$ cat config.mk
export PLATFORM = sky130hd
export DESIGN_NAME = iscb_top
export DESIGN_NICKNAME = d
export VERILOG_FILES = /design/src/hdl/iscb_pkg.sv /design/src/hdl/iscb_top.sv
export VERILOG_INCLUDE_DIRS = /design/src /design/src/hdl
export SDC_FILE = /design/constraint.sdc
export NUM_CORES = 1
export LEC_CHECK = 0
export BUFFER_PORTS_ARGS = -buffer_cell sky130_fd_sc_hd__buf_2
export CORE_ASPECT_RATIO = 1.2
export CORE_MARGIN = 10
export CORE_UTILIZATION = 50
export DETAILED_ROUTE_END_ITERATION = 16
export PLACE_DENSITY = 0.76
export SYNTH_ARGS = -nofsm -noshare
export SYNTH_HDL_FRONTEND = slang
export SYNTH_SLANG_ARGS = --single-unit
$ cat constraint.sdc
create_clock -name sys_clk -period 3.7 [get_ports sys_clk]
set_input_delay 0.37 -clock sys_clk [delete_from_list [all_inputs] [get_ports sys_clk]]
set_output_delay 0.37 -clock sys_clk [all_outputs]
set_load 0.01 [all_outputs]
$ cat src/hdl/iscb_map.svh
`ifndef ISCB_MAP_SVH
`define ISCB_MAP_SVH
// ----------------------------------------------------------------------
// Register byte offsets
// ----------------------------------------------------------------------
`define ISCB_OFF_CTRL    8'h00
`define ISCB_OFF_SEQ     8'h04
`define ISCB_OFF_RELOAD  8'h08
`define ISCB_OFF_BUF     8'h0c
`define ISCB_OFF_STATUS  8'h10
`define ISCB_OFF_FLAGS   8'h14
`define ISCB_OFF_ENABLE  8'h18
// ----------------------------------------------------------------------
// Field positions
// ----------------------------------------------------------------------
`define ISCB_CTRL_EN_BIT   5
`define ISCB_SEQ_STOP_BIT  2
`define ISCB_ST_WCOL_BIT   7
`define ISCB_ST_STOP_BIT   4
`define ISCB_ST_BUSY_BIT   1
`define ISCB_FL_PORT_BIT   0
`define ISCB_FL_COLL_BIT   1
// ----------------------------------------------------------------------
// Mode codes and reset values
// ----------------------------------------------------------------------
`define ISCB_MODE_I2C_MST  4'h8
`define ISCB_MODE_SPI_MST  4'ha
`define ISCB_RST_BYTE      8'h00
`define ISCB_RST_MODE      4'h0
`define ISCB_SPI_HALVES    5'h10
`define ISCB_RESP_OKAY     2'h0
`define ISCB_RESP_SLVERR   2'h2
`endif

$ cat src/hdl/iscb_pkg.sv
package iscb_pkg;
    // Open-drain pin pair as seen from the pads
    typedef struct packed {
        logic scl;
        logic sda;
    } iscb_line_s;
    typedef struct packed {
        logic scl_o;
        logic scl_oe;
        logic sda_o;
        logic sda_oe;
    } iscb_drive_s;
    typedef struct packed {
        logic sck;
        logic sdo;
    } iscb_spi_s;
    typedef enum logic [2:0] {
        STP_IDLE,
        STP_SDA_LOW,
        STP_SCL_REL,
        STP_SCL_HIGH,
        STP_SDA_REL,
        STP_FINAL
    } iscb_stop_e;
endpackage

$ cat src/hdl/iscb_top.sv
`timescale 1ns/10ps
`default_nettype none
`include "iscb_map.svh"
// Contract
// Software sets stop_request at the end of a transfer while the clock line is held low.
// A Stop starts by driving the data line low, and once it reads low the clock line is released.
// When the released clock reads high the bit_rate_counter loads the reload value and runs to zero.
// Data still low after its release and a counter expiry is a Stop collision.
// Clock read low after its release, before the data line is released, is a Stop collision.
// A collision sets collision_irq_flag, returns to Idle, aborts the Stop and frees both lines.
// After a good Stop the stop-detected bit sets, and one counter_period later stop_request clears and port_irq_flag sets.
// One bit_rate_counter times the serial clock in both two-wire and SPI master modes.
// Writing serial_data_buffer starts the bit_rate_counter on its own.
// When the operation ends the counter stops and the clock pin keeps its last level.
// The counter reloads twice per serial clock period, under mode-dependent conditions.
// The serial clock is the system clock over four times reload plus one, two rollovers a period.
// Software never programs reload values zero, one or two for the two-wire bus.
module iscb_top
    import iscb_pkg::*;
#(
    parameter int AW = 8
) (
    // Clock and reset
    input  wire logic              sys_clk,
    input  wire logic              sys_rst,
    // AXI4-Lite slave
    input  wire logic [AW-1:0]     s_axi_awaddr,
    input  wire logic              s_axi_awvalid,
    output logic                   s_axi_awready,
    input  wire logic [31:0]       s_axi_wdata,
    input  wire logic [3:0]        s_axi_wstrb,
    input  wire logic              s_axi_wvalid,
    output logic                   s_axi_wready,
    output logic [1:0]             s_axi_bresp,
    output logic                   s_axi_bvalid,
    input  wire logic              s_axi_bready,
    input  wire logic [AW-1:0]     s_axi_araddr,
    input  wire logic              s_axi_arvalid,
    output logic                   s_axi_arready,
    output logic [31:0]            s_axi_rdata,
    output logic [1:0]             s_axi_rresp,
    output logic                   s_axi_rvalid,
    input  wire logic              s_axi_rready,
    // Two-wire bus pins
    input  wire iscb_line_s        line_in,
    output iscb_drive_s            line_drv,
    // SPI master pins
    input  wire logic              spi_sdi,
    output iscb_spi_s              spi_out,
    // Interrupt
    output logic                   irq
);
    function automatic logic is_i2c(input logic [3:0] m);
        return m == `ISCB_MODE_I2C_MST;
    endfunction
    function automatic logic is_spi(input logic [3:0] m);
        return m == `ISCB_MODE_SPI_MST;
    endfunction

    // ------------------------------------------------------------------
    // Registers
    // ------------------------------------------------------------------
    logic [3:0]  mode_r;
    logic        en_r;
    logic        stop_req_r;
    logic [7:0]  reload_r;
    logic [7:0]  buf_r;
    logic        wcol_r;
    logic        stop_det_r;
    logic [1:0]  flags_r;
    logic [1:0]  mask_r;
    iscb_stop_e  st_r;
    iscb_stop_e  st_nxt;
    logic [8:0]  cnt_r;
    logic        run_r;
    logic [4:0]  halves_r;
    iscb_drive_s drv_r;
    iscb_spi_s   spi_r;
    logic        irq_r;

    // ------------------------------------------------------------------
    // AXI4-Lite slave: one write and one read at a time
    // ------------------------------------------------------------------
    logic          aw_got_r, w_got_r, bvalid_r, rvalid_r;
    logic [AW-1:0] awaddr_r;
    logic [31:0]   wdata_r, rdata_r;
    logic [1:0]    bresp_r, rresp_r;
    wire aw_hs   = s_axi_awvalid & s_axi_awready;
    wire w_hs    = s_axi_wvalid & s_axi_wready;
    wire do_wr   = aw_got_r & w_got_r & ~bvalid_r;
    wire lane0   = s_axi_wstrb[0];
    wire [7:0] waddr = awaddr_r[7:0];
    wire [7:0] wbyte = wdata_r[7:0];
    wire wr_ctrl = do_wr & (waddr == `ISCB_OFF_CTRL);
    wire wr_seq  = do_wr & (waddr == `ISCB_OFF_SEQ);
    wire wr_rld  = do_wr & (waddr == `ISCB_OFF_RELOAD);
    wire wr_buf  = do_wr & (waddr == `ISCB_OFF_BUF);
    wire wr_stat = do_wr & (waddr == `ISCB_OFF_STATUS);
    wire wr_flag = do_wr & (waddr == `ISCB_OFF_FLAGS);
    wire wr_mask = do_wr & (waddr == `ISCB_OFF_ENABLE);
    wire wr_hit  = wr_ctrl | wr_seq | wr_rld | wr_buf | wr_stat | wr_flag | wr_mask;
    logic wstrb_r;

    always_ff @(posedge sys_clk) begin
        if (sys_rst) begin
            aw_got_r <= 1'b0;
            w_got_r  <= 1'b0;
            bvalid_r <= 1'b0;
            bresp_r  <= `ISCB_RESP_OKAY;
            awaddr_r <= '0;
            wdata_r  <= '0;
            wstrb_r  <= 1'b0;
        end else begin
            if (aw_hs) begin
                aw_got_r <= 1'b1;
                awaddr_r <= s_axi_awaddr;
            end
            if (w_hs) begin
                w_got_r <= 1'b1;
                wdata_r <= s_axi_wdata;
                wstrb_r <= lane0;
            end
            if (do_wr) begin
                bvalid_r <= 1'b1;
                bresp_r  <= wr_hit ? `ISCB_RESP_OKAY : `ISCB_RESP_SLVERR;
                aw_got_r <= 1'b0;
                w_got_r  <= 1'b0;
            end else if (bvalid_r & s_axi_bready) begin
                bvalid_r <= 1'b0;
            end
        end
    end
    assign s_axi_awready = ~aw_got_r & ~bvalid_r;
    assign s_axi_wready  = ~w_got_r & ~bvalid_r;
    assign s_axi_bvalid  = bvalid_r;
    assign s_axi_bresp   = bresp_r;

    wire [7:0] raddr = s_axi_araddr[7:0];
    wire [7:0] status_v = {wcol_r, 2'b00, stop_det_r, 2'b00, (st_r != STP_IDLE) | run_r, 1'b0};
    logic [7:0] rbyte;
    logic       rhit;
    always_comb begin
        rhit = 1'b1;
        case (raddr)
            `ISCB_OFF_CTRL:   rbyte = {2'b00, en_r, 1'b0, mode_r};
            `ISCB_OFF_SEQ:    rbyte = {5'h00, stop_req_r, 2'b00};
            `ISCB_OFF_RELOAD: rbyte = reload_r;
            `ISCB_OFF_BUF:    rbyte = buf_r;
            `ISCB_OFF_STATUS: rbyte = status_v;
            `ISCB_OFF_FLAGS:  rbyte = {6'h00, flags_r};
            `ISCB_OFF_ENABLE: rbyte = {6'h00, mask_r};
            default: begin
                rbyte = `ISCB_RST_BYTE;
                rhit  = 1'b0;
            end
        endcase
    end
    always_ff @(posedge sys_clk) begin
        if (sys_rst) begin
            rvalid_r <= 1'b0;
            rdata_r  <= '0;
            rresp_r  <= `ISCB_RESP_OKAY;
        end else if (s_axi_arvalid & s_axi_arready) begin
            rvalid_r <= 1'b1;
            rdata_r  <= {24'h000000, rbyte};
            rresp_r  <= rhit ? `ISCB_RESP_OKAY : `ISCB_RESP_SLVERR;
        end else if (rvalid_r & s_axi_rready) begin
            rvalid_r <= 1'b0;
        end
    end
    assign s_axi_arready = ~rvalid_r;
    assign s_axi_rvalid  = rvalid_r;
    assign s_axi_rdata   = rdata_r;
    assign s_axi_rresp   = rresp_r;

    // ------------------------------------------------------------------
    // Bit rate counter, shared by both master modes
    // ------------------------------------------------------------------
    // Loading {reload,1} gives 2*(reload+1) cycles a half period, so a
    // full period is 4*(reload+1) system clocks.
    wire i2c_on    = en_r & is_i2c(mode_r);
    wire spi_on    = en_r & is_spi(mode_r);
    wire stop_busy = st_r != STP_IDLE;
    wire spi_busy  = halves_r != 5'h00;
    wire buf_ok    = wr_buf & wstrb_r & ~stop_busy & ~spi_busy;
    wire brg_done  = run_r & (cnt_r == 9'h000);
    wire spi_load  = spi_busy & brg_done & (halves_r != 5'h01);
    logic stp_load;
    wire brg_load  = buf_ok | stp_load | spi_load;
    always_ff @(posedge sys_clk) begin
        if (sys_rst) begin
            cnt_r <= '0;
            run_r <= 1'b0;
        end else if (brg_load) begin
            cnt_r <= {reload_r, 1'b1};
            run_r <= 1'b1;
        end else if (brg_done) begin
            run_r <= 1'b0;
        end else if (run_r) begin
            cnt_r <= cnt_r - 9'h001;
        end
    end

    // ------------------------------------------------------------------
    // Stop sequence with collision checks
    // ------------------------------------------------------------------
    logic coll, stop_ok, stop_end;
    always_comb begin
        st_nxt   = st_r;
        stp_load = 1'b0;
        coll     = 1'b0;
        stop_ok  = 1'b0;
        stop_end = 1'b0;
        case (st_r)
            STP_IDLE:     if (i2c_on & stop_req_r) st_nxt = STP_SDA_LOW;
            STP_SDA_LOW:  if (!line_in.sda) st_nxt = STP_SCL_REL;
            STP_SCL_REL: begin
                if (line_in.scl) begin
                    stp_load = 1'b1;
                    st_nxt   = STP_SCL_HIGH;
                end
            end
            STP_SCL_HIGH: begin
                if (!line_in.scl) begin
                    coll = 1'b1;
                end else if (brg_done) begin
                    stp_load = 1'b1;
                    st_nxt   = STP_SDA_REL;
                end
            end
            STP_SDA_REL: begin
                if (brg_done & !line_in.sda) begin
                    coll = 1'b1;
                end else if (!line_in.scl & !line_in.sda) begin
                    coll = 1'b1;
                end else if (brg_done) begin
                    stop_ok  = 1'b1;
                    stp_load = 1'b1;
                    st_nxt   = STP_FINAL;
                end
            end
            STP_FINAL: begin
                if (brg_done) begin
                    stop_end = 1'b1;
                    st_nxt   = STP_IDLE;
                end
            end
            default: st_nxt = STP_IDLE;
        endcase
        if (coll) st_nxt = STP_IDLE;
    end

    // Lines: SCL is held low on entry, as it is after the ninth clock
    wire sda_oe_nxt = (st_nxt == STP_SDA_LOW) | (st_nxt == STP_SCL_REL)
                    | (st_nxt == STP_SCL_HIGH);
    wire scl_oe_nxt = st_nxt == STP_SDA_LOW;
    always_ff @(posedge sys_clk) begin
        if (sys_rst) begin
            st_r  <= STP_IDLE;
            drv_r <= '0;
        end else begin
            st_r         <= st_nxt;
            drv_r.sda_oe <= sda_oe_nxt;
            drv_r.scl_oe <= scl_oe_nxt;
            drv_r.sda_o  <= 1'b0;
            drv_r.scl_o  <= 1'b0;
        end
    end
    assign line_drv = drv_r;

    // ------------------------------------------------------------------
    // SPI master: 16 half periods per byte, clock idles where it stopped
    // ------------------------------------------------------------------
    always_ff @(posedge sys_clk) begin
        if (sys_rst) begin
            halves_r <= '0;
            spi_r    <= '0;
            buf_r    <= '0;
        end else if (buf_ok) begin
            buf_r    <= wbyte;
            halves_r <= spi_on ? `ISCB_SPI_HALVES : 5'h00;
            spi_r.sdo <= wbyte[7];
        end else if (spi_busy & brg_done) begin
            halves_r  <= halves_r - 5'h01;
            spi_r.sck <= ~spi_r.sck;
            if (!spi_r.sck) begin
                buf_r <= {buf_r[6:0], spi_sdi};
            end else begin
                spi_r.sdo <= buf_r[7];
            end
        end
    end
    assign spi_out = spi_r;

    // ------------------------------------------------------------------
    // Control, status, interrupt flags (set wins over clear, except stop_req_r, where the Stop/collision clear wins)
    // ------------------------------------------------------------------
    wire       spi_end = spi_busy & brg_done & (halves_r == 5'h01);
    wire [1:0] set_fl  = {coll, stop_end | spi_end};
    always_ff @(posedge sys_clk) begin
        if (sys_rst) begin
            mode_r     <= `ISCB_RST_MODE;
            en_r       <= 1'b0;
            stop_req_r <= 1'b0;
            reload_r   <= `ISCB_RST_BYTE;
            wcol_r     <= 1'b0;
            stop_det_r <= 1'b0;
            flags_r    <= '0;
            mask_r     <= '0;
            irq_r      <= 1'b0;
        end else begin
            if (wr_ctrl & wstrb_r) begin
                mode_r <= wbyte[3:0];
                en_r   <= wbyte[`ISCB_CTRL_EN_BIT];
            end
            if (wr_rld & wstrb_r) reload_r <= wbyte;
            if (wr_mask & wstrb_r) mask_r <= wbyte[1:0];
            if (stop_end | coll) begin
                stop_req_r <= 1'b0;
            end else if (wr_seq & wstrb_r & wbyte[`ISCB_SEQ_STOP_BIT]) begin
                stop_req_r <= 1'b1;
            end
            if (stop_ok) begin
                stop_det_r <= 1'b1;
            end else if (wr_seq & wstrb_r & wbyte[`ISCB_SEQ_STOP_BIT]) begin
                stop_det_r <= 1'b0;
            end
            if (wr_buf & wstrb_r & (stop_busy | spi_busy)) begin
                wcol_r <= 1'b1;
            end else if (wr_stat & wstrb_r & wbyte[`ISCB_ST_WCOL_BIT]) begin
                wcol_r <= 1'b0;
            end
            flags_r <= set_fl | (flags_r & ~((wr_flag & wstrb_r) ? wbyte[1:0] : 2'b00));
            irq_r   <= |(flags_r & mask_r);
        end
    end
    assign irq = irq_r;
endmodule
`default_nettype wire

; ---- Yosys cells after proc, flatten, opt, wreduce, memory -nomap -nowiden
; Cells that the tools add are included.
[word_totals]
register_bits = 86
input_bits = 62
elab_cells = 195
[op_classes]
n_addsub = 2
eq_ne = 26
muxes = 50
bitwise = 63
n_reduce_logical = 24
[ops]
columns = op, n
row1 = one-hot mux 8 bit (7 select lines), 1
row2 = "== test 8 x 5 -> 1 bit, second input constant", 6
row3 = AND 1 bit, 37
row4 = "== test 8 x 4 -> 1 bit, second input constant", 4
row5 = 2-to-1 mux 3 bit, 10
row6 = 2-to-1 mux 9 bit, 3
row7 = 2-to-1 mux 1 bit, 24
row8 = 2-to-1 mux 8 bit, 3
row9 = one-hot mux 3 bit (6 select lines), 1
row10 = "== test 8 x 3 -> 1 bit, second input constant", 2
row11 = zero test 8 bit, 2
row12 = nonzero test 2 bit, 8
row13 = 2-to-1 mux 5 bit, 3
row14 = OR 1 bit, 14
row15 = "== test 3 x 2 -> 1 bit, second input constant", 4
row16 = zero test 9 bit, 1
row17 = "subtractor 9 x 1 -> 9 bit, second input constant", 1
row18 = "== test 4 bit, second input constant", 2
row19 = NOT 1 bit, 8
row20 = AND reduction 2 bit, 4
row21 = OR reduction 7 bit, 1
row22 = "== test 3 x 1 -> 1 bit, second input constant", 2
row23 = "== test 3 bit, second input constant", 2
row24 = 2-to-1 mux 2 bit, 3
row25 = 14 further kinds, 19

; ---- Logic depth before layout (Yosys ltp)
; Gate-level depths: netlist of run 1.
[depth]
ltp_word = 10
mapped_depth = 10
mapped_depth_nobuf = 7

; ---- Worst setup path after synthesis of run 1
; Ideal clock, no wire load.
[synth_path]
path_kind = register to register
from = reg halves_r[0]
to = reg cnt_r[1]
setup_time_ns = 0.127
arrival_ns = 1.933
slack_ns = 1.640
stages_incl_launch_ff = 11
path_buffers = 3
cell_sequence = dfxtp_1 > inv_1 > ha_1 > or4b_1 > buf_2 > nor2b_1 > and3_1 > buf_2 > buf_6 > nor2_2 > mux2i_1
[synth_between]
elab_chain_cells = 7
elab_cells_between_ends = 12
classes_between = eq/ne (2) / mux (1) / bitwise (6) / reduce/logical (3)
[synth_lines]
columns = element, line_no
row1 = start: declaration, iscb_top.sv:76  ; logic [4:0] halves_r;
row2 = start signal: assignment, iscb_top.sv:281  ; halves_r <= spi_on ? `ISCB_SPI_HALVES : 5'h00;
row3 = start signal: assignment, iscb_top.sv:284  ; halves_r <= halves_r - 5'h01;
row4 = nonzero test 5 bit, iscb_top.sv:184  ; wire spi_busy = halves_r != 5'h00;
row5 = NOT 1 bit, iscb_top.sv:185  ; wire buf_ok = wr_buf & wstrb_r & ~stop_busy & ~spi_busy;
row6 = AND 1 bit, iscb_top.sv:185
row7 = OR 1 bit, iscb_top.sv:189  ; wire brg_load = buf_ok | stp_load | spi_load;
row8 = OR 1 bit *, iscb_top.sv:189
row9 = != test 2 x 1 -> 1 bit (no line) / nonzero test 2 bit (equally long branches), --
row10 = AND reduction 2 bit (no line), --
row11 = end signal: assignment, iscb_top.sv:195  ; cnt_r <= {reload_r, 1'b1};
row12 = end signal: assignment, iscb_top.sv:200  ; cnt_r <= cnt_r - 9'h001;
row13 = end: declaration, iscb_top.sv:74  ; logic [8:0] cnt_r;
; Every way passes the cells marked *; elsewhere a longest branch is shown, timed or not.
; A chain may end at the register's enable or synchronous reset.

; ---- Worst setup path after layout of run 1
; Same ends and word-level chain as after synthesis.

==> summary.txt, run 1 <==
status = complete, no violations
largest area contributor in the netlist = dfxtp_1
top_reg_cell synth = dfxtp_1
RSZ-0062 raised after global routing = false
setup TNS = 0 ns
n_diodes = 0
CP max FO = 15
crit end category = register
distinct cell type count after synthesis = 68
initial antenna violation count = 0
# Post-CTS Setup Buffers = 0
CTS Root Cell = clkbuf_8
vias = 3653
synth warn = 0
Hold Buf Count CTS = 0
CP startpoint kind = register
Synth Register Bits = 82
layout cell share with drive strength beyond 1 = 17.2%
crit path DAT = 2.82 ns
Leakage = 0.00181 uW
largest net degree at the start of global routing = 47
I/O Pins = 110
final critical-path required period = 2.59 ns
GP Congestion = 0.873
final layout net count = 613
cell area after layout = 4610 sq um
area share of the largest cell type after synthesis = 38.9%
Die Ht = 121 microns
Fillers = 760
Synth area leaders = dfxtp_1 39%, a21oi_1 6.3%, nand2_1 6.2%
Starting Density = 51.7%
TritonCTS Sinks = 82
Synth top cells by count = 82 x dfxtp_1, 70 x nand2_1, 53 x a21oi_1
total die area = 12500 sq um
synthesized cell area = 4220 sq um
Tcrit/Tclk final = 69.9%
CTS H-Tree Depth = 3
Bufs and invs on worst path = 1
CORE AREA = 8150 sq um
cts bufs inserted = 9
final setup margin = 1.11 ns
All-Layer GR Usage = 15.8%
die width = 104 microns
Setup violations, final = 0
Slew headroom = 48.1%
Crit path max-delay family = simple AND/OR/NAND/NOR gates
type of the most critical hold path = in -> reg
row count = 36
via/cell ratio = 5.48
slowest stage cell, crit path = or4b_1
syn avg cell area = 8.33 sq um
Final Core Density = 56.6%
pwr dens = 357 nW/um^2
Synth async-reset ratio = 0%
Crit path largest cell delay = 0.59 ns
DR WL/cell = 15.2 microns
Reg clk slew, reported paths = 0.08 ns
number of enable flip-flop cells after synthesis = 0
Congestion Overflow GR = 0
CTS tree = built
Seq/Total Area, Yosys = 38.9%
DR pass1 iterations = 5
number of remaining DRC errors = 0
class of the most critical setup path = reg -> reg
insertion delay to the later sink of the worst-skew pair = 0.35 ns
Routed WL = 10100 microns
top-count cell post-synth = dfxtp_1
port bufs = 54
critical path, cell by cell = inv_1 -> ha_1 -> or4b_1 -> nor2b_1 -> and3_1 -> nor2_2 -> mux2i_1
Cell Area, Placed = 4430 sq um
clock skew = 0.00873 ns
pre-CTS setup slack = 1.13 ns
FMAX = 386 MHz
DP HPWL = 7670 microns
vias in the first global route = 3543
Iteration-0 DRC Markers = 318
WP data required = 3.93 ns
Max-Cap Viols = 0
worst-margin pin slew = 0.779 ns
area delta synth->final = 9.44%
first-pass GRT wire length = 16800 microns
worst vdd ir = 264 uV
Post-Syn Instances = 506
final hold viol count = 0
Antenna Nets Post-Route = 0
clock tree buffer depth = 2
post-cts repair resize count = 0
Slew Viols, Final = 0
-- per-stage QoR --
step,std cells,total power [uW],hold WS (ns)
5_1_grt,666,1720,0.209
6_report,666,1650,0.198
2_1_floorplan,533,1050,0.432
4_1_cts,666,1660,0.189
3_5_place_dp,650,1070,0.448
3_3_place_gp,650,1070,0.447
-- cell type report --
class                      instances  area, sq um  share of cell area, %
tap                              114          143                   3.09
clock inverter                     4         26.3                  0.569
sequential                        82         1640                   35.6
clock buffer                      12          155                   3.36
inverter                          11         41.3                  0.895
multi-input combinational        384         2300                   49.8
timing repair buffer              59          308                   6.67
-- report_power, final --
| part | internal (uW) | switching (uW) |
|---|---|---|
| registers | 899 | 20.5 |
| clock network | 280 | 314 |
| logic | 45.8 | 89.4 |
| total | 1220 | 424 |
-- sequential cells by signal, summed over array words and instances, names as in the netlist, 3 cells and up --
signal and flops:
reload_r 8, s_axi_rdata 8, halves_r 5, st_r 3, buf_r 8, mode_r 4, awaddr_r 8, cnt_r 9
wdata_r 8
-- cells in the final DEF, fill, tap and decap left out, types with 11 or more instances in the layout --
master | netlist | final
mux2i_1 | 14 | 14
nand2_1 | 70 | 70
nand3_1 | 26 | 26
dfxtp_1 | 82 | 82
nor2_1 | 38 | 38
buf_2 | 4 | 54
conb_1 | 1 | 28
a21oi_1 | 53 | 53
o21ai_0 | 11 | 11
inv_1 | 11 | 11
clkbuf_8 | 0 | 11
-- worst paths after layout --
kind / startpoint / to / slack, ns / cells past startpoint
worst max-delay path: halves_r[0]$_SDFFE_PP0P_ / cnt_r[1]$_SDFFE_PP0P_ / 1.11 / 7
worst min-delay path: s_axi_rready / s_axi_rvalid$_SDFFE_PP0P_ / 0.20 / 2
worst max register to register: halves_r[0]$_SDFFE_PP0P_ / cnt_r[1]$_SDFFE_PP0P_ / 1.11 / 7
worst min register to register: awaddr_r[6]$_SDFFE_PP0P_ / awaddr_r[6]$_SDFFE_PP0P_ / 0.46 / 2
-- cell families after synthesis --
family	after synthesis	share of synthesized area [%]
other	1	0.0889
AND/OR/NAND/NOR	212	27.1
flip-flops	82	38.9
XOR/XNOR	5	1.04
AO/OA/AOI/OAI	117	18.1
adder cells (fa/ha/maj)	4	1.19
multiplexers	18	4.66
buffers and inverters	67	8.93
-- layer usage --
layer	up-vias	track usage (%)	routed length, microns	share of wire, %
met5	-	0	0	0
met4	0	7.32	217	2.1
li1	1831	-	-	-
met1	1710	17.9	4270	42
met3	16	2.71	435	4.3
met2	96	28.5	5220	51
No activity file was read; power rests on OpenSTA's default activity.
==> inputs of run 2 (changes only) <==
ABC_AREA = 1   (was not set)
CORE_UTILIZATION = 48   (was 50)
PLACE_DENSITY = 0.77   (was 0.76)
clock period = 2.2 ns   (was 3.7 ns; I/O delays follow)
==> run 2 against run 1 <==
Effect of this change:
- fmax is 33% higher
- global-route usage fell by 0.34 points
- die area up 2.9%
- critical path type unchanged
- sequential power up 70%
- final cell count is 17% higher
- combinational power increased by 70%
- critical path depth is 5 higher
==> summary.txt, run 2 <==
status = complete, no violations
initial antenna violation count = 0
compound-cell area share of the yosys netlist = 16.0%
final critical-path required period = 1.94 ns
via/cell ratio = 5.01
row count = 37
CTS H-Tree Depth = 3
crit path DAT = 2.23 ns
type of the most critical hold path = in -> reg
insertion delay to the later sink of the worst-skew pair = 0.36 ns
Most flops, register = cnt_r
CTS Root Cell = clkbuf_8
synthesized cell area = 4190 sq um
All-Layer GR Usage = 15.5%
worst-margin pin slew = 0.615 ns
Iteration-0 DRC Markers = 254
port bufs = 54
I/O Pins = 110
Slew Viols, Final = 0
syn avg cell area = 6.93 sq um
clock skew = 0.0107 ns
commonest non-fill, non-tap cells in the layout = 106 x nand2_1, 86 x nor2_1, 82 x dfxtp_1
cts bufs inserted = 9
crit end category = register
CP max FO = 9
largest net degree at the start of global routing = 46
worst vdd ir = 377 uV
FMAX = 515 MHz
first-pass GRT wire length = 16700 microns
top_reg_cell synth = dfxtp_1
WP data required = 2.49 ns
power share of the clock group = 38.1%
largest family of logic cells by synthesized area = simple AND/OR/NAND/NOR gates
Reg clk slew, reported paths = 0.09 ns
Synth async-reset ratio = 0%
sequential power share = 53.9%
vias = 3908
Synth area leaders = dfxtp_1 39%, nand2_1 9.5%, nor2_1 7.7%
CP startpoint kind = register
post-synthesis mux area share = 0%
layout cell share with drive strength beyond 1 = 14.5%
top-count cell post-synth = nand2_1
Die Ht = 122 microns
Layout Cells excl Fill = 780
RSZ-0062 raised after global routing = false
die width = 105 microns
Routed WL = 10000 microns
clock tree buffer depth = 2
post-synthesis adder-cell area fraction = 1.19%
internal power = 2150 uW
power share of the combinational group = 8.0%
Max-Cap Viols = 0
Congestion Overflow GR = 0
DP HPWL = 7670 microns
Setup violations, final = 0
vias in the first global route = 3703
final layout net count = 725
Post-Syn Instances = 605
placed cells = 765
XOR/XNOR Fraction of Synth Area = 1.25%
area delta synth->final = 11.3%
Post-Synth Simple-Gate Area = 29.3%
commonest non-fill, non-tap cell in the layout = nand2_1
Tot Pwr = 2890 uW
final hold viol count = 0
total die area = 12900 sq um
pwr dens = 620 nW/um^2
Synth top cells by count = 106 x nand2_1, 86 x nor2_1, 82 x dfxtp_1
Sw Ratio = 25.6%
DR pass1 iterations = 5
number of enable flip-flop cells after synthesis = 0
# Post-CTS Setup Buffers = 0
setup TNS = 0 ns
Seq/Total Area, Yosys = 39.2%
post-cts repair resize count = 0
Starting Density = 48.9%
CORE AREA = 8560 sq um
synth warn = 0
CTS tree = built
Hold Buf Count CTS = 0
class of the most critical setup path = reg -> reg
n_diodes = 0
Antenna Nets Post-Route = 0
TritonCTS Sinks = 82
distinct cell type count after synthesis = 36
max reg flops = 9
Synth Register Bits = 82
number of remaining DRC errors = 0
Final Core Density = 54.5%
net switching power = 741 uW
Tcrit/Tclk final = 88.3%
area share of the largest cell type after synthesis = 39.2%
Slew headroom = 58.9%
DR WL/cell = 12.8 microns
largest area contributor in the netlist = dfxtp_1
Leakage = 0.00205 uW
GP Congestion = 0.881
## run 2: cell types whose count changed after synthesis, sizes merged, moves of 8 or more
cell	before	now
a211oi	11	0
clkbuf	19	11
inv	11	71
mux2i	14	0
nand2	70	109
nand2b	9	0
nand3	27	45
nor2	39	96
o21ai	20	57
## run 2: kinds of logic after synthesis
logic type      after synthesis
fa+ha+maj                     4
flops                        82
xor+xnor                      6
buf+inv                     115
simple gates                270
other cells                   1
compound gates              127
## run 2: worst max-delay path, stage by stage, from the launching register on
cell	delay (ns)
dfxtp_1	0.32
inv_1	0.14
ha_1	0.18
inv_1	0.04
nor2_1	0.09
nand2_1	0.11
nor2_4	0.16
nand3_4	0.14
nor2_4	0.25
inv_2	0.13
o21ai_0	0.18
nor2_1	0.06
nor2_1	0.07
## run 2: layout make-up
type                            count  area, sq um
Tap cell                          117          146
Timing Repair Buffer               59          308
Fill cell                         851         3900
Clock buffer                       11          141
Clock inverter                      4         51.3
Multi-Input combinational cell    435         2110
Inverter                           72          270
Sequential cell                    82         1640
## run 2: per-layer routing
metal  vias up  GRT usage, %  share of wire (%)
met4         0          9.19                2.7
met5         -             0                  0
li1       2009             -                  -
met2       129          25.8                 47
met1      1750          17.8                 44
met3        20          3.78                6.4
## run 2: through the flow
| stage | instance area (sq um) | hold WS [ns] | setup slack [ns] |
|---|---|---|---|
| 5_1_grt | 4660 | 0.117 | 0.0935 |
| 3_3_place_gp | 4470 | 0.450 | 0.350 |
| 6_report | 4660 | 0.108 | 0.257 |
| 4_1_cts | 4660 | 0.0967 | 0.263 |
| 2_1_floorplan | 4290 | 0.387 | 0.576 |
| 3_5_place_dp | 4470 | 0.452 | 0.291 |
## run 2: worst paths after layout
| check | startpoint | endpoint | slack (ns) | depth (start not counted) |
|---|---|---|---|---|
| setup reg to reg | cnt_r[0]$_SDFFE_PP0P_ | buf_r[2]$_SDFFE_PP0P_ | 0.26 | 12 |
| hold reg to reg | s_axi_rdata[0]$_SDFFE_PP0P_ | s_axi_rdata[0]$_SDFFE_PP0P_ | 0.46 | 2 |
| setup / recovery | cnt_r[0]$_SDFFE_PP0P_ | buf_r[2]$_SDFFE_PP0P_ | 0.26 | 12 |
| hold / removal | s_axi_awaddr[1] | awaddr_r[1]$_SDFFE_PP0P_ | 0.11 | 3 |
## run 2: power by group through the flow
| stage | Clock [uW] | Combinational (uW) | Sequential (uW) |
|---|---|---|---|
| 5_1_grt | 1190 | 267 | 1570 |
| 6_report | 1100 | 230 | 1560 |
| 3_5_place_dp | 0 | 228 | 1600 |
| 3_3_place_gp | 0 | 224 | 1590 |
| 4_1_cts | 1120 | 229 | 1560 |
| 2_1_floorplan | 0 | 197 | 1580 |
==> inputs of run 3 (changes only) <==
ABC_AREA = not set   (was 1)
PLACE_DENSITY = 0.76   (was 0.77)
==> run 3 against run 2 <==
Effect of this change:
- critical path depth is 3 lower
- clock skew is 0.0023 ns lower
- largest power group unchanged
- final cell count is 12% lower
- critical path type unchanged
==> summary.txt, run 3 (synthesis results as in run 1) <==
final setup margin = 0.126 ns
max reg flops = 9
n_diodes = 0
Leakage = 0.00191 uW
hold-critical path depth = 2
layout cell share with drive strength beyond 1 = 20.1%
final hold viol count = 0
Most flops, register = cnt_r
CP startpoint kind = register
Slew Viols, Final = 0
area delta synth->final = 13.4%
Slew headroom = 50.6%
R2R cell count = 9
worst vdd ir = 424 uV
largest net degree at the start of global routing = 33
WP data required = 2.49 ns
Starting Density = 49.2%
CTS Root Cell = clkbuf_8
clock tree buffer depth = 2
R2R Path End = cnt_r[5]$_SDFFE_PP0P_
final critical-path required period = 2.07 ns
first-pass GRT wire length = 17100 microns
initial antenna violation count = 0
pwr dens = 605 nW/um^2
Congestion Overflow GR = 0
worst-margin pin slew = 0.734 ns
cell area after layout = 4780 sq um
FMAX = 482 MHz
status = complete, no violations
Hold Buf Count CTS = 0
final layout net count = 627
FF-to-FF Start = cnt_r[1]$_SDFFE_PP0P_
commonest non-fill, non-tap cell in the layout = dfxtp_1
Tot Pwr = 2890 uW
Antenna Nets Post-Route = 0
min-delay src = s_axi_rready
I/O Pins = 110
Fillers = 781
type of the most critical hold path = in -> reg
total die area = 12900 sq um
Die Ht = 123 microns
All-Layer GR Usage = 15.8%
insertion delay to the later sink of the worst-skew pair = 0.35 ns
Reg clk slew, reported paths = 0.08 ns
CP max FO = 9
DP HPWL = 7950 microns
CTS H-Tree Depth = 3
crit end category = register
port bufs = 54
RSZ-0062 raised after global routing = false
hold endpoint = s_axi_rvalid$_SDFFE_PP0P_
Tcrit/Tclk final = 94.3%
Final Core Density = 55.8%
commonest non-fill, non-tap cells in the layout = 81 x dfxtp_1, 69 x nand2_1, 54 x buf_2
vias in the first global route = 3657
Cell Area, Placed = 4560 sq um
via/cell ratio = 5.46
CORE AREA = 8560 sq um
GP Congestion = 0.868
Iteration-0 DRC Markers = 289
crit path DAT = 2.37 ns
Reg area = 1640 sq um
vias = 3729
Multi-input gate area = 2310 sq um
Setup violations, final = 0
Routed WL = 10500 microns
cts bufs inserted = 9
die width = 106 microns
pre-CTS setup slack = 0.0522 ns
number of remaining DRC errors = 0
clock skew = 0.00843 ns
Worst R2R Setup Slack = 0.13 ns
TritonCTS Sinks = 82
DR WL/cell = 15.4 microns
DR pass1 iterations = 4
setup TNS = 0 ns
class of the most critical setup path = reg -> reg
Max-Cap Viols = 0
row count = 37
CTS tree = built
==> run 3: cell types whose count changed in the layout (fill, tap and decap cells not counted), sizes merged, moves of 9 or more <==
cell    change
o21ai      -37
nor2       -57
nand3      -18
buf        +14
inv        -61
a211oi     +11
mux2i      +14
nand2b      +9
nand2      -39
==> run 3: worst max path at each step <==
stage / start / end / slack [ns] / cells after the start
detailed placement: cnt_r[0]$_SDFFE_PP0P_ / line_drv[0]$_SDFF_PP0_ / 0.05 / 7
finish: cnt_r[1]$_SDFFE_PP0P_ / cnt_r[5]$_SDFFE_PP0P_ / 0.13 / 9
global route: cnt_r[1]$_SDFFE_PP0P_ / cnt_r[5]$_SDFFE_PP0P_ / 0.02 / 9
CTS: cnt_r[0]$_SDFFE_PP0P_ / line_drv[0]$_SDFF_PP0_ / 0.04 / 7
global placement: cnt_r[0]$_SDFFE_PP0P_ / line_drv[0]$_SDFF_PP0_ / 0.08 / 7
floorplan: halves_r[0]$_SDFFE_PP0P_ / cnt_r[1]$_SDFFE_PP0P_ / 0.14 / 10
==> run 3: cell type report <==
type	instances	area share, %
clock inverter	5	1.10
multi-input combinational	384	48.3
inverter	11	0.864
clock buffer	11	3.17
sequential	82	34.4
timing repair buffer	73	9.16
tap	117	3.06
==> run 3: metrics by stage <==
stage | instances | hold slack (ns)
finish | 683 | 0.0399
floorplan | 533 | 0.319
global route | 683 | 0.0427
global placement | 666 | 0.402
CTS | 682 | 0.0346
detailed placement | 666 | 0.415
==> run 3: critical path, cell delays in order, from the launching register on <==
cell and delay, ns:
dfxtp_1 0.36, inv_1 0.07, ha_2 0.19, nor4b_4 0.13, buf_4 0.17, buf_4 0.16, a2111oi_4 0.35, xnor2_1 0.10
or4_1 0.39, o21ai_1 0.08
==> run 3: where the power goes <==
group	switching (uW)	total (uW)	internal [uW]
registers	34.5	1550	1510
clock network	533	1110	580
logic	152	230	78.2
==> run 3: routing by layer <==
metal	track usage (%)	part of all wire, %
met3	3.72	5.3
met2	29.1	53
met4	5.59	1.7
met1	17.4	40
met5	0	0
==> run 3: what timing repair did <==
| action | CTS | global route |
|---|---|---|
| buffers inserted | 0 | 1 |
| endpoints found under the setup margin | 0 | 19 |
| gates resized for setup | 0 | 4 |
